**src/hw/bsv_pkg.sv**
```systemverilog
/*
 * Shared constants for the boot strap vector loader: vector field layout,
 * code points, register offsets, status bit positions and the state record.
 * Assumes a single core clock domain and a synchronous core reset.
 */
package bsv_pkg;

    localparam int VEC_W = 16;

    // Vector field positions
    localparam int PLL_LSB      = 0;
    localparam int PLL_W        = 3;
    localparam int ENDIAN_BIT   = 3;
    localparam int SPARE_LO_BIT = 4;
    localparam int WIDTH_LSB    = 5;
    localparam int WIDTH_W      = 2;
    localparam int RSTMODE_BIT  = 7;
    localparam int WDT_BIT      = 8;
    localparam int PCI_LSB      = 9;
    localparam int PCI_W        = 3;
    localparam int SPARE_HI_LSB = 12;

    // Code points
    localparam logic [PLL_W-1:0]   PLL_X2        = 3'h0;
    localparam logic [WIDTH_W-1:0] WIDTH_8       = 2'h0;
    localparam logic [WIDTH_W-1:0] WIDTH_16      = 2'h1;
    localparam logic [WIDTH_W-1:0] WIDTH_32      = 2'h2;
    localparam logic [WIDTH_W-1:0] WIDTH_RSVD    = 2'h3;
    localparam logic               RSTMODE_RSVD  = 1'h1;
    localparam logic [PCI_W-1:0]   PCI_OFF       = 3'h0;
    localparam logic [PCI_W-1:0]   PCI_SAT_NRDY  = 3'h1;
    localparam logic [PCI_W-1:0]   PCI_SAT_SUSP  = 3'h2;
    localparam logic [PCI_W-1:0]   PCI_HOST_EXT  = 3'h3;
    localparam logic [PCI_W-1:0]   PCI_HOST_FIX  = 3'h4;
    localparam logic [PCI_W-1:0]   PCI_HOST_RR   = 3'h5;

    // Register map, byte addresses
    localparam int               ADDR_W      = 4;
    localparam int               DATA_W      = 32;
    localparam logic [ADDR_W-1:0] REG_RAW     = 4'h0;
    localparam logic [ADDR_W-1:0] REG_CFG     = 4'h4;
    localparam logic [ADDR_W-1:0] REG_PCI_CTL = 4'h8;
    localparam logic [ADDR_W-1:0] REG_STATUS  = 4'hC;

    // Field positions in control and status registers
    localparam int PCI_EN_BIT     = 0;
    localparam int ST_VALID_BIT   = 0;
    localparam int ST_RSVD_LSB    = 1;
    localparam int ST_SYSRST_BIT  = 5;

    // System reset stretch after cold reset, in core clock cycles
    localparam int RST_HOLD_CYCLES = 4096;
    localparam int RST_CNT_W       = 13;

    typedef enum logic [1:0] {
        ST_WAIT   = 2'b00,
        ST_SAMPLE = 2'b01,
        ST_RUN    = 2'b10
    } bsv_state_e;

    typedef struct packed {
        bsv_state_e         st;
        logic [VEC_W-1:0]   vec;
        logic [PLL_W-1:0]   pll;
        logic               big;
        logic [WIDTH_W-1:0] width;
        logic               rstmode;
        logic               wdt;
        logic [PCI_W-1:0]   pci;
        logic               pci_en;
        logic               valid;
        logic [3:0]         rsvd;
        logic [DATA_W-1:0]  rdata;
    } bsv_top_s;

    typedef struct packed {
        logic [RST_CNT_W-1:0] cnt;
        logic                 rst_n;
    } bsv_rst_s;

endpackage : bsv_pkg

```
**src/hw/bsv_loader.sv**
```systemverilog
/*
 * Boot strap vector loader. Samples the strap data bus during cold reset,
 * decodes the boot configuration and holds it for the rest of operation,
 * keeps the raw vector for software and stretches the system reset output.
 * Assumes all inputs are synchronous to i_core_clk and that the strap source
 * drives a defined vector while the cold reset input is low.
 */
// What this block does
// - Sample the sixteen-bit strap bus as boot vector while cold reset is low.
// - Hold decoded configuration stable from cold reset release onward.
// - Bits 2:0 pick PLL multiplier; 0 means times two, others reserved.
// - Bit 3 picks byte order: zero little endian, one big endian.
// - Bit 4 has no function but is kept in the raw vector field.
// - Bits 6:5 pick boot width: 8, 16, 32 bits, code 3 reserved.
// - Bit 7 zero keeps system reset output asserted at least 4096 cycles.
// - Bit 8 set brings the watchdog out of cold reset disabled.
// - Bits 11:9 pick PCI mode: off, two satellite, three host modes.
// - PCI enable resets to one only for PCI modes 1 and 2.
// - Bits 15:12 have no function but are kept in the raw vector field.
`timescale 1ns/100ps
module bsv_loader
    import bsv_pkg::*;
#(
    parameter int HOLD_CYCLES = RST_HOLD_CYCLES
) (
    input  wire logic              i_core_clk,
    input  wire logic              i_srst,
    input  wire logic              i_cold_reset_input_n,
    input  wire logic [VEC_W-1:0]  i_strap_data_bus,
    input  wire logic [ADDR_W-1:0] i_reg_addr,
    input  wire logic [DATA_W-1:0] i_reg_wdata,
    input  wire logic              i_reg_wr,
    input  wire logic              i_reg_rd,
    output logic [DATA_W-1:0]      o_reg_rdata,
    output logic [PLL_W-1:0]       o_pll_mult,
    output logic                   o_big_endian,
    output logic [WIDTH_W-1:0]     o_boot_width,
    output logic                   o_wdt_disable,
    output logic [PCI_W-1:0]       o_pci_mode,
    output logic                   o_pci_en,
    output logic                   o_cfg_valid,
    output logic                   o_system_reset_output_n
);

    bsv_top_s         s_r;
    bsv_top_s         s_nxt;
    logic             sys_rst_n;
    logic             release_now;
    logic [PCI_W-1:0] vec_pci;

    // Release is the first cycle cold reset is seen high after sampling
    assign release_now = (s_r.st == ST_SAMPLE) && i_cold_reset_input_n;
    assign vec_pci     = s_r.vec[PCI_LSB +: PCI_W];

    always_comb begin
        s_nxt       = s_r;
        s_nxt.rdata = '0;

        // Software may flip the PCI enable at any time after boot
        if (i_reg_wr && i_reg_addr == REG_PCI_CTL) begin
            s_nxt.pci_en = i_reg_wdata[PCI_EN_BIT];
        end

        case (s_r.st)
            ST_WAIT: begin
                if (!i_cold_reset_input_n) begin
                    s_nxt.st  = ST_SAMPLE;
                    s_nxt.vec = i_strap_data_bus;
                end
            end
            ST_SAMPLE: begin
                if (!i_cold_reset_input_n) begin
                    // Last sample before release is the one decoded
                    s_nxt.vec = i_strap_data_bus;
                end else begin
                    s_nxt.st      = ST_RUN;
                    s_nxt.valid   = 1'b1;
                    s_nxt.pll     = s_r.vec[PLL_LSB +: PLL_W];
                    s_nxt.big     = s_r.vec[ENDIAN_BIT];
                    s_nxt.width   = s_r.vec[WIDTH_LSB +: WIDTH_W];
                    s_nxt.rstmode = s_r.vec[RSTMODE_BIT];
                    s_nxt.wdt     = s_r.vec[WDT_BIT];
                    s_nxt.pci     = vec_pci;
                    // Boot value wins over a same-cycle software write
                    s_nxt.pci_en  = (vec_pci == PCI_SAT_NRDY) || (vec_pci == PCI_SAT_SUSP);
                    s_nxt.rsvd[0] = s_r.vec[PLL_LSB +: PLL_W] != PLL_X2;
                    s_nxt.rsvd[1] = s_r.vec[WIDTH_LSB +: WIDTH_W] == WIDTH_RSVD;
                    s_nxt.rsvd[2] = s_r.vec[RSTMODE_BIT] == RSTMODE_RSVD;
                    s_nxt.rsvd[3] = vec_pci > PCI_HOST_RR;
                end
            end
            ST_RUN: begin
                // Decoded fields stay untouched here
                if (!i_cold_reset_input_n) begin
                    s_nxt.st    = ST_SAMPLE;
                    s_nxt.valid = 1'b0;
                    s_nxt.vec   = i_strap_data_bus;
                end
            end
            default: begin
                s_nxt.st = ST_WAIT;
            end
        endcase

        if (i_reg_rd) begin
            case (i_reg_addr)
                REG_RAW: begin
                    // Spare bits reach software only through here
                    s_nxt.rdata = DATA_W'(s_r.vec);
                end
                REG_CFG: begin
                    s_nxt.rdata = DATA_W'({s_r.pci, s_r.wdt, s_r.rstmode, s_r.width,
                                           1'b0, s_r.big, s_r.pll});
                end
                REG_PCI_CTL: begin
                    s_nxt.rdata = DATA_W'(s_r.pci_en);
                end
                REG_STATUS: begin
                    s_nxt.rdata = DATA_W'({!sys_rst_n, s_r.rsvd, s_r.valid});
                end
                default: begin
                    s_nxt.rdata = '0;
                end
            endcase
        end
    end

    always_ff @(posedge i_core_clk) begin
        if (i_srst) begin
            s_r <= '0;
        end else begin
            s_r <= s_nxt;
        end
    end

    // Reset-mode bit 1 is reserved; treated as normal stretch
    bsv_rst_stretch #(
        .HOLD_CYCLES (RST_CNT_W'(HOLD_CYCLES))
    ) u_rst_stretch (
        .i_core_clk (i_core_clk),
        .i_srst     (i_srst),
        .i_hold     (s_r.st != ST_RUN),
        .o_rst_n    (sys_rst_n)
    );

    assign o_reg_rdata             = s_r.rdata;
    assign o_pll_mult              = s_r.pll;
    assign o_big_endian            = s_r.big;
    assign o_boot_width            = s_r.width;
    assign o_wdt_disable           = s_r.wdt;
    assign o_pci_mode              = s_r.pci;
    assign o_pci_en                = s_r.pci_en;
    assign o_cfg_valid             = s_r.valid;
    assign o_system_reset_output_n = sys_rst_n;

    property p_capture;
        @(posedge i_core_clk) disable iff (i_srst)
        !i_cold_reset_input_n |=> s_r.vec == $past(i_strap_data_bus);
    endproperty
    a_capture: assert property (p_capture)
        else $error("strap bus not captured during cold reset");

    property p_stable;
        @(posedge i_core_clk) disable iff (i_srst)
        (s_r.st == ST_RUN && i_cold_reset_input_n)
            |=> $stable({o_pll_mult, o_big_endian, o_boot_width, o_wdt_disable, o_pci_mode})
                && o_cfg_valid;
    endproperty
    a_stable: assert property (p_stable)
        else $error("decoded configuration changed after boot");

    property p_pll;
        @(posedge i_core_clk) disable iff (i_srst)
        release_now |=> o_pll_mult == $past(s_r.vec[PLL_LSB +: PLL_W])
            && s_r.rsvd[0] == (o_pll_mult != PLL_X2);
    endproperty
    a_pll: assert property (p_pll)
        else $error("PLL multiplier not decoded from vector");

    property p_endian;
        @(posedge i_core_clk) disable iff (i_srst)
        release_now ##1 1'b1 |-> o_big_endian == $past(s_r.vec[ENDIAN_BIT]);
    endproperty
    a_endian: assert property (p_endian)
        else $error("byte order not decoded from vector");

    property p_raw_read;
        @(posedge i_core_clk) disable iff (i_srst)
        (i_reg_rd && i_reg_addr == REG_RAW) |=> o_reg_rdata == DATA_W'($past(s_r.vec));
    endproperty
    a_raw_read: assert property (p_raw_read)
        else $error("raw vector read mismatch");

    property p_width;
        @(posedge i_core_clk) disable iff (i_srst)
        release_now |=> o_boot_width == $past(s_r.vec[WIDTH_LSB +: WIDTH_W])
            && s_r.rsvd[1] == (o_boot_width == WIDTH_RSVD);
    endproperty
    a_width: assert property (p_width)
        else $error("boot width not decoded from vector");

    property p_sysrst;
        @(posedge i_core_clk) disable iff (i_srst)
        (s_r.st != ST_RUN) |=> !o_system_reset_output_n [*8];
    endproperty
    a_sysrst: assert property (p_sysrst)
        else $error("system reset output not held after cold reset");

    property p_wdt;
        @(posedge i_core_clk) disable iff (i_srst)
        release_now |=> o_wdt_disable == $past(s_r.vec[WDT_BIT]);
    endproperty
    a_wdt: assert property (p_wdt)
        else $error("watchdog disable not decoded from vector");

    property p_pci;
        @(posedge i_core_clk) disable iff (i_srst)
        release_now |=> o_pci_mode == $past(vec_pci) && s_r.rsvd[3] == (o_pci_mode > PCI_HOST_RR);
    endproperty
    a_pci: assert property (p_pci)
        else $error("PCI mode not decoded from vector");

    property p_pci_en;
        @(posedge i_core_clk) disable iff (i_srst)
        release_now |=> o_pci_en == ($past(vec_pci) == PCI_SAT_NRDY || $past(vec_pci) == PCI_SAT_SUSP);
    endproperty
    a_pci_en: assert property (p_pci_en)
        else $error("PCI enable boot value wrong");

    property p_cold_drop;
        @(posedge i_core_clk) disable iff (i_srst)
        !i_cold_reset_input_n |=> !o_cfg_valid;
    endproperty
    a_cold_drop: assert property (p_cold_drop)
        else $error("configuration still marked valid during cold reset");

    property p_sample_hold;
        @(posedge i_core_clk) disable iff (i_srst)
        (s_r.st == ST_SAMPLE && !i_cold_reset_input_n)
            |=> $stable({o_pll_mult, o_big_endian, o_boot_width, o_wdt_disable, o_pci_mode});
    endproperty
    a_sample_hold: assert property (p_sample_hold)
        else $error("decoded configuration moved while sampling");

    property p_raw_hold;
        @(posedge i_core_clk) disable iff (i_srst)
        (s_r.st == ST_RUN && i_cold_reset_input_n) |=> $stable(s_r.vec);
    endproperty
    a_raw_hold: assert property (p_raw_hold)
        else $error("raw vector changed after boot");

    property p_rstmode;
        @(posedge i_core_clk) disable iff (i_srst)
        release_now |=> s_r.rstmode == $past(s_r.vec[RSTMODE_BIT])
            && s_r.rsvd[2] == (s_r.rstmode == RSTMODE_RSVD);
    endproperty
    a_rstmode: assert property (p_rstmode)
        else $error("reset mode not decoded from vector");

    property p_pci_en_write;
        @(posedge i_core_clk) disable iff (i_srst)
        (i_reg_wr && i_reg_addr == REG_PCI_CTL && !release_now)
            |=> o_pci_en == $past(i_reg_wdata[PCI_EN_BIT]);
    endproperty
    a_pci_en_write: assert property (p_pci_en_write)
        else $error("PCI enable write did not land");

    property p_pci_en_keep;
        @(posedge i_core_clk) disable iff (i_srst)
        (!release_now && !(i_reg_wr && i_reg_addr == REG_PCI_CTL))
            |=> $stable(o_pci_en);
    endproperty
    a_pci_en_keep: assert property (p_pci_en_keep)
        else $error("PCI enable changed without boot or write");

    property p_cfg_read;
        @(posedge i_core_clk) disable iff (i_srst)
        (i_reg_rd && i_reg_addr == REG_CFG)
            |=> o_reg_rdata[PLL_LSB +: PLL_W] == $past(o_pll_mult)
                && o_reg_rdata[ENDIAN_BIT] == $past(o_big_endian) && o_reg_rdata[SPARE_LO_BIT] == 1'b0
                && o_reg_rdata[PCI_LSB +: PCI_W] == $past(o_pci_mode);
    endproperty
    a_cfg_read: assert property (p_cfg_read)
        else $error("configuration read mismatch");

    property p_pci_ctl_read;
        @(posedge i_core_clk) disable iff (i_srst)
        (i_reg_rd && i_reg_addr == REG_PCI_CTL) |=> o_reg_rdata == DATA_W'($past(o_pci_en));
    endproperty
    a_pci_ctl_read: assert property (p_pci_ctl_read)
        else $error("PCI control read mismatch");

    property p_status_read;
        @(posedge i_core_clk) disable iff (i_srst)
        (i_reg_rd && i_reg_addr == REG_STATUS)
            |=> o_reg_rdata[ST_VALID_BIT] == $past(o_cfg_valid)
                && o_reg_rdata[ST_SYSRST_BIT] == !$past(o_system_reset_output_n);
    endproperty
    a_status_read: assert property (p_status_read)
        else $error("status read mismatch");

    property p_sysrst_run;
        @(posedge i_core_clk) disable iff (i_srst)
        (s_r.st == ST_RUN && i_cold_reset_input_n && o_system_reset_output_n)
            |=> o_system_reset_output_n;
    endproperty
    a_sysrst_run: assert property (p_sysrst_run)
        else $error("system reset output reasserted during operation");

endmodule : bsv_loader

```
**src/hw/bsv_rst_stretch.sv**
```systemverilog
/*
 * Stretches the system reset output: held low while i_hold is high and for
 * HOLD_CYCLES core clock cycles after i_hold falls.
 * Assumes i_hold is synchronous to i_core_clk.
 */
`timescale 1ns/100ps
module bsv_rst_stretch
    import bsv_pkg::*;
#(
    parameter logic [RST_CNT_W-1:0] HOLD_CYCLES = RST_CNT_W'(RST_HOLD_CYCLES)
) (
    input  wire logic i_core_clk,
    input  wire logic i_srst,
    input  wire logic i_hold,
    output logic      o_rst_n
);

    bsv_rst_s s_r;
    bsv_rst_s s_nxt;

    always_comb begin
        s_nxt = s_r;
        if (i_hold) begin
            s_nxt.cnt   = '0;
            s_nxt.rst_n = 1'b0;
        end else if (!s_r.rst_n) begin
            if (s_r.cnt == HOLD_CYCLES - RST_CNT_W'(1)) begin
                s_nxt.rst_n = 1'b1;
            end else begin
                s_nxt.cnt = s_r.cnt + RST_CNT_W'(1);
            end
        end
    end

    always_ff @(posedge i_core_clk) begin
        if (i_srst) begin
            s_r <= '0;
        end else begin
            s_r <= s_nxt;
        end
    end

    assign o_rst_n = s_r.rst_n;

    property p_hold_low;
        @(posedge i_core_clk) disable iff (i_srst)
        (!s_r.rst_n && s_r.cnt < HOLD_CYCLES - RST_CNT_W'(1)) |=> !o_rst_n;
    endproperty
    a_hold_low: assert property (p_hold_low)
        else $error("system reset released before hold count");

    property p_release;
        @(posedge i_core_clk) disable iff (i_srst)
        (!i_hold && !s_r.rst_n && s_r.cnt == HOLD_CYCLES - RST_CNT_W'(1)) ##1 !i_hold
            |-> o_rst_n;
    endproperty
    a_release: assert property (p_release)
        else $error("system reset not released at end of hold");

endmodule : bsv_rst_stretch

```
**config.mk**
```make
export PLATFORM = sky130hd
export DESIGN_NAME = bsv_loader
export DESIGN_NICKNAME = d
export VERILOG_FILES = /design/src/hw/bsv_pkg.sv /design/src/hw/bsv_loader.sv /design/src/hw/bsv_rst_stretch.sv
export SDC_FILE = /design/constraint.sdc
export NUM_CORES = 1
export LEC_CHECK = 0
export ABC_CLOCK_PERIOD_IN_PS = 1500
export BUFFER_PORTS_ARGS = -buffer_cell sky130_fd_sc_hd__clkbuf_2
export CORE_AREA = 2 2 82 84
export CTS_BUF_LIST = sky130_fd_sc_hd__clkbuf_4 sky130_fd_sc_hd__clkbuf_8
export DETAILED_ROUTE_END_ITERATION = 16
export DIE_AREA = 0 0 84 86
export GPL_ROUTABILITY_DRIVEN = 0
export PLACE_DENSITY = 0.79
export REMOVE_ABC_BUFFERS = 1
export SKIP_LAST_GASP = 1
export SYNTH_ARGS = -nofsm -noshare
export SYNTH_HDL_FRONTEND = slang
export SYNTH_SLANG_ARGS = --single-unit
```
**constraint.sdc**
```tcl
create_clock -name i_core_clk -period 1.5 [get_ports i_core_clk]
set_input_delay 0.15 -clock i_core_clk [delete_from_list [all_inputs] [get_ports i_core_clk]]
set_output_delay 0.15 -clock i_core_clk [all_outputs]
set_load 0.1 [all_outputs]
```
==> reports/qor.csv, run 1 <==
metric,value,unit
wl,6.41,mm
cts_tree,yes,
cts.sinks,64,
syn_area,0.00282,sq mm
avgSynthCellArea,8.45,sq um
hold_buffers,0,
critPathCaptureType,flop,
setup_slack,-0.0456,ns
wl_per_cell,13.6,um
synth_common_cells,"nand2_1 (65), dfxtp_1 (64), buf_4 (41)",
syn_inst,334,
seq_area,0.00129,sq mm
hold_violations,0,
stdcell_count,473,
hp-class,input pin to flop,
worst_pin_slew,0.565,ns
synth.distinct_cells,38,
postRouteAntennaNets,0,
drive_gt1_frac,0.328,
htreeDepth,3,
ys_seq_elements,64,
power.density,1180,mW/mm^2
synth_top_area_cell,dfxtp_1,
cp_max_fo,3,
setup.worst_path.start,u_rst_stretch.s_r[1]$_SDFFE_PP0P_,
grt_pass1_wl,10.5,mm
vias,2352,
cts_root_buf,clkbuf_8,
utilization,0.552,
synth-edff-count,0,
required,1.80,ns
antenna_found_initial,0,
whs_path_depth,3,
die-height,86,um
placementRows,29,
peakVddDrop,0.000699,V
fmax,0.647,GHz
reg2reg_from,u_rst_stretch.s_r[1]$_SDFFE_PP0P_,
ys_seq_area_frac,0.454,
finalMaxSlewViolations,0,
post-place-cells,452,
grt_pass1_vias,2275,
multi_input_area,0.00127,sq mm
cts_buffer_depth,2,
critPathLaunchType,flop,
synthArstFlopShare,0,
max-cap-violations,0,
nets,449,
p_int,2.99,mW
die_w,84,um
cp.arrival,1.85,ns
diodes,0,
core,0.00628,sq mm
hold_slack,0.0124,ns
fill_cells,565,
cpPeakStageDelay,0.54,ns
combinationalPowerShare,0.108,
insertion_delay,0.35,ns
clkPwrFrac,0.459,
synth_most_common_cell,nand2_1,
io_pins,102,
gr-total-overflow,0,
synth_ff_type,dfxtp_1,
route.detailed.vias_per_inst,4.97,
cts.clk_slew.worst_paths,0.07,ns
numPortBuffers,54,
violations,negative setup slack,
syn_to_final_growth,22.7,%
slew_headroom,0.625,
dr.first_iter.drc_count,109,
period_minus_slack,1.55,ns
rr_worst_depth,5,
min_from,i_strap_data_bus[13],
finalClockSkew,0.0109,ns
p_leak,1.45,nW
crit_slowest_cell,or4_4,
track_usage,0.185,
grt_start_max_net_pins,38,
power_switching,1.09,mW
fin_crit_sh,1.03,
drcViolationCount,0,
die_area,0.00722,sq mm
swShare,0.267,
dr.pass1.iters,4,
p_seq_frac,0.433,
netlist.area_leader.share,0.454,
hpwl,4.24,mm
yosys_warnings,0,
ys_top_cells_by_area,"dfxtp_1 (45%), buf_4 (11%), nand2_1 (8.6%)",
rsz0062_at_grt,true,
critPathKind,flop to flop,
outcome,"finished, violations left",
numCtsBuffers,9,
crit_path_cell_trace,"ha_2, nand3_4, or4_4, nand3_1, o211a_1",
initial_core_util,0.450,
setup_violations,4,
==> worst max-delay path, delay by kind of cell, from the launching register on <==
family / cells / cell delay (ns)
and+or+nand+nor: 3 / 0.76
adders and majority gates: 1 / 0.23
AOI/OAI and AO/OA: 1 / 0.14
DFF: 1 / 0.36
==> power groups by stage <==
stage | combinational, mW | clock (mW) | sequential, mW
after floorplan | 0.263 | 0 | 1.85
after global placement | 0.432 | 0 | 1.80
after detailed placement | 0.436 | 0 | 1.81
after CTS | 0.438 | 1.88 | 1.77
after global routing | 0.468 | 1.99 | 1.77
final | 0.439 | 1.87 | 1.77
==> area by class of cell <==
type | instances | area share
Clock inverter | 6 | 0.0332
Clock buffer | 10 | 0.0398
Timing Repair Buffer | 88 | 0.154
Multi-Input combinational cell | 223 | 0.368
Sequential cell | 64 | 0.373
Tap cell | 77 | 0.0278
Inverter | 5 | 0.00542
==> flip-flops by register name (all words and copies together) (netlist names) <==
register / count
o_boot_width: 2
o_reg_rdata: 16
u_rst_stretch.s_r: 13
s_r: 22
u_rst_stretch.o_rst_n: 1
o_wdt_disable: 1
o_cfg_valid: 1
o_pci_en: 1
o_pll_mult: 3
o_big_endian: 1
o_pci_mode: 3
==> path summary, 6_finish.rpt <==
check	slack, ns	endpoint
worst max-delay path	-0.05	u_rst_stretch.s_r[6]$_SDFFE_PP0P_
worst max register to register	-0.05	u_rst_stretch.s_r[6]$_SDFFE_PP0P_
worst min register to register	0.45	s_r[64]$_SDFFE_PP0P_
worst min-delay path	0.01	s_r[62]$_SDFFE_PP0P_
==> cell families (layout without fill, tap and decap cells) <==
family / Yosys count / in the layout / share of synthesized area
flip-flops: 64 / 64 / 0.454
AND/OR/NAND/NOR: 131 / 131 / 0.223
XOR/XNOR: 2 / 2 / 0.00621
multiplexers: 15 / 15 / 0.0576
AO/OA/AOI/OAI: 58 / 58 / 0.116
buffers and inverters: 62 / 109 / 0.137
other: 1 / 16 / 0.00133
adder cells (fa/ha/maj): 1 / 1 / 0.00443
==> stage by stage <==
stage	total power, mW	setup slack, ns	setup TNS, ns	instance area (sq um)
after floorplan	2.12	-0.457	-2.44	2510
after global placement	2.24	-0.0344	-0.277	3100
after detailed placement	2.24	-0.0823	-0.572	3100
after CTS	4.09	-0.0179	-0.0199	3380
after global routing	4.23	-0.0903	-0.513	3460
final	4.08	-0.0456	-0.104	3460
==> cell usage in the layout (no fill, tap or decap), types with 2 or more instances in the layout <==
| cell type | instances |
|---|---|
| inv_1 | 5 |
| conb_1 | 16 |
| a21oi_2 | 2 |
| dfxtp_1 | 59 |
| a31oi_1 | 5 |
| dfxtp_2 | 4 |
| clkbuf_2 | 53 |
| nand4_1 | 3 |
| xnor2_1 | 2 |
| nor2b_1 | 3 |
| nor2_2 | 7 |
| o31ai_1 | 2 |
| and2_1 | 5 |
| nand3b_1 | 2 |
| a21oi_1 | 36 |
| mux2i_1 | 14 |
| nor4_1 | 3 |
| nand4b_1 | 2 |
| buf_4 | 34 |
| nand3_1 | 6 |
| nand2_1 | 64 |
| nor3_1 | 5 |
| or3_1 | 3 |
| or4_4 | 3 |
| o21ai_1 | 2 |
| bufinv_16 | 3 |
| o31ai_2 | 2 |
| o21ai_0 | 4 |
| or4_1 | 2 |
| clkbuf_8 | 10 |
| nor2_1 | 14 |
==> routing by layer <==
metal | GRT usage | routed length, um
met4 | 0.0689 | 148
met5 | 0 | 0
met3 | 0.0597 | 349
met1 | 0.221 | 2740
met2 | 0.311 | 3180
==> repair_timing <==
item	4_1_cts	5_1_grt
gates resized for setup	8	15
pin swaps	2	5
endpoints found under the setup margin	9	12
buffers inserted	0	5
Note: power is estimated with default switching activity, not from simulation.
==> inputs of run 2 (changes only) <==
--- a/config.mk
+++ b/config.mk
@@ -5,14 +5,16 @@
 export SDC_FILE = /design/constraint.sdc
 export NUM_CORES = 1
 export LEC_CHECK = 0
+export ABC_AREA = 1
 export ABC_CLOCK_PERIOD_IN_PS = 1500
 export BUFFER_PORTS_ARGS = -buffer_cell sky130_fd_sc_hd__clkbuf_2
 export CORE_AREA = 2 2 82 84
 export CTS_BUF_LIST = sky130_fd_sc_hd__clkbuf_4 sky130_fd_sc_hd__clkbuf_8
+export CTS_CLUSTER_DIAMETER = 200
 export DETAILED_ROUTE_END_ITERATION = 16
 export DIE_AREA = 0 0 84 86
 export GPL_ROUTABILITY_DRIVEN = 0
-export PLACE_DENSITY = 0.79
+export PLACE_DENSITY = 0.81
 export REMOVE_ABC_BUFFERS = 1
 export SKIP_LAST_GASP = 1
 export SYNTH_ARGS = -nofsm -noshare
==> run 2 against run 1 <==
  * The run now ends clean
  * Sequential power about the same
  * First-iteration DRC count up 25%
  * Synthesized cell count up 19%
  * Non-clock buffer count down 22
  * Critical path type is now flop to primary output
  * Combinational power up 21%
  * Wire length down 2.2%
  * Largest power group is now sequential cells
  * Clock skew down 0.0012 ns
  * Utilization down 2.4 points
==> reports/qor.csv, run 2 <==
metric,value,unit,change
max-cap-violations,0,,unchanged
grt_pass1_wl,10.2,mm,-3.0%
place_area,0.00308,sq mm,-0.61%
post-place-cells,503,,+11%
synth_top_area_cell,dfxtp_1,,
cts_root_buf,clkbuf_8,,
post_cts_buffers,0,,unchanged
peakVddDrop,0.000697,V,-0.35%
critPathCaptureType,primary output,,
slew_headroom,0.633,,+0.00767
ys_seq_area_frac,0.439,,-0.0150
finalMaxSlewViolations,0,,unchanged
synth_ff_type,dfxtp_1,,
numPortBuffers,54,,unchanged
dr.pass1.iters,6,,+2
die_area,0.00722,sq mm,unchanged
core,0.00628,sq mm,unchanged
grt_pass1_vias,2337,,+2.7%
power.density,1190,mW/mm^2,+1.1%
htreeDepth,3,,unchanged
period_minus_slack,1.43,ns,-0.117 ns
cpPeakStageDelay,0.51,ns,-0.03 ns
gr-total-overflow,0,,unchanged
setup_violations,0,,-4
drive_gt1_frac,0.231,,-0.0975
crit_slowest_cell,clkbuf_2,,
synth_common_cells,"nand2_1 (80), dfxtp_1 (64), nor2_1 (50)",,
placementRows,29,,unchanged
p_leak,1.45,nW,about the same
fmax,0.700,GHz,+8.2%
cp_num_cells,1,,-4
yosys_warnings,0,,unchanged
hold_slack,0.0629,ns,+0.0505 ns
synth-edff-count,0,,unchanged
hold_buffers,0,,unchanged
syn_area,0.00292,sq mm,+3.4%
grt_start_max_net_pins,16,,-58%
route.detailed.vias_per_inst,4.94,,-0.65%
initial_core_util,0.465,,+0.0153
rsz0062_at_grt,true,,
final_cell_mix,"nand2_1 (80), dfxtp_1 (63), clkbuf_2 (54)",,
drcViolationCount,0,,unchanged
avgSynthCellArea,7.37,sq um,-13%
syn_to_final_growth,13.4,%,
worst_pin_slew,0.554,ns,-0.0116 ns
ys_top_cells_by_area,"dfxtp_1 (44%), buf_4 (10%), nand2_1 (10%)",,
diodes,0,,unchanged
wl,6.27,mm,-2.2%
required,1.35,ns,-0.45 ns
hold_violations,0,,unchanged
final_common_cell,nand2_1,,
crit_path_cell_trace,clkbuf_2,,
ys_seq_elements,64,,unchanged
netlist.area_leader.share,0.439,,-0.0150
io_pins,102,,unchanged
critPathLaunchType,flop,,
critPathKind,flop to primary output,,
stdcell_area,0.00331,sq mm,-4.4%
synth_most_common_cell,nand2_1,,
hp-class,input pin to flop,,
cts.clk_slew.worst_paths,0.07,ns,about the same
outcome,"finished, final reports clean",,
die-height,86,um,unchanged
top_register,s_r,,
cts_tree,yes,,
cp_max_fo,4,,+1
cts_buffer_depth,2,,unchanged
postRouteAntennaNets,0,,unchanged
nets,495,,+10%
die_w,84,um,unchanged
largest_reg_flops,22,,unchanged
insertion_delay,0.34,ns,about the same
wl_per_cell,12.1,um,-11%
numCtsBuffers,9,,unchanged
antenna_found_initial,0,,unchanged
vias,2564,,+9.0%
hpwl,4.46,mm,+5.1%
crit_family,buffers and inverters,,
rr_worst_depth,9,,+4
syn_inst,396,,+19%
synthArstFlopShare,0,,unchanged
synth.distinct_cells,30,,-21%
track_usage,0.177,,-0.00757
whs_path_depth,3,,unchanged
fin_crit_sh,0.953,,-0.0778
dr.first_iter.drc_count,136,,+25%
stdcell_count,519,,+9.7%
finalClockSkew,0.00977,ns,-0.00117 ns
cp.buffers_inverters,1,,+1
cts.sinks,64,,unchanged
cp.arrival,1.28,ns,-0.57 ns
==> run 2: cell count changes after synthesis, moves of 4 or more <==
cell	before	now
or4_1	5	0
a21oi_1	38	28
mux2i_1	14	0
nand2_1	65	80
o21ai_0	6	32
or3_1	4	0
a21oi_2	0	6
clkbuf_1	15	6
o31ai_1	4	0
and2_1	5	0
inv_1	5	32
nor2_1	15	50
nand3_1	7	17
==> run 2: logic make-up after synthesis <==
logic type / count (synthesis) / synth area share
AND/OR/NAND/NOR: 166 / 0.240
AO/OA/AOI/OAI: 72 / 0.135
other: 1 / 0.00128
XOR/XNOR: 3 / 0.00900
buffers and inverters: 89 / 0.171
flip-flops: 64 / 0.439
adder cells (fa/ha/maj): 1 / 0.00429
==> run 2: what timing repair did <==
action,CTS,global route
endpoints found under the hold margin,0,0
resized for setup,0,4
endpoints found under the setup margin,0,13
==> run 2: per-stage QoR <==
stage	power (mW)	util	worst slack, ns	setup TNS [ns]
after global routing	4.09	0.527	-0.00708	-0.00987
after detailed placement	2.36	0.490	0.0530	0
after CTS	3.96	0.525	0.0383	0
final	3.94	0.527	0.0710	0
after global placement	2.35	0.490	0.117	0
after floorplan	2.24	-	-0.248	-2.90
==> run 2: worst paths after layout <==
| path | start | to | slack [ns] |
|---|---|---|---|
| max | u_rst_stretch.o_rst_n$_SDFF_PP0_ | o_system_reset_output_n | 0.07 |
| min | i_strap_data_bus[7] | s_r[56]$_SDFFE_PP0P_ | 0.06 |
| min reg2reg | u_rst_stretch.s_r[13]$_SDFFE_PP0P_ | u_rst_stretch.s_r[13]$_SDFFE_PP0P_ | 0.45 |
| max reg2reg | u_rst_stretch.s_r[2]$_SDFFE_PP0P_ | u_rst_stretch.s_r[12]$_SDFFE_PP0P_ | 0.11 |
==> run 2: routing by layer <==
metal | vias up | track usage | wire length (um)
met2 | 112 | 0.303 | 3040
met1 | 1153 | 0.210 | 2700
met5 | - | 0 | 0
met3 | 6 | 0.0558 | 466
met4 | 0 | 0.0645 | 55
li1 | 1293 | - | -
==> run 2: cell type report <==
type | count | area (sq um)
tap | 77 | 96.3
sequential | 64 | 1280
clock inverter | 6 | 82.6
fill | 561 | 2970
timing repair buffer | 66 | 360
clock buffer | 10 | 138
inverter | 38 | 148
multi-input combinational | 258 | 1200
==> run 2: power by group <==
| part | internal (mW) | total [mW] | switching, mW |
|---|---|---|---|
| clock | 0.971 | 1.61 | 0.642 |
| combinational | 0.0926 | 0.533 | 0.441 |
| sequential | 1.76 | 1.79 | 0.0368 |
| total | 2.82 | 3.94 | 1.12 |
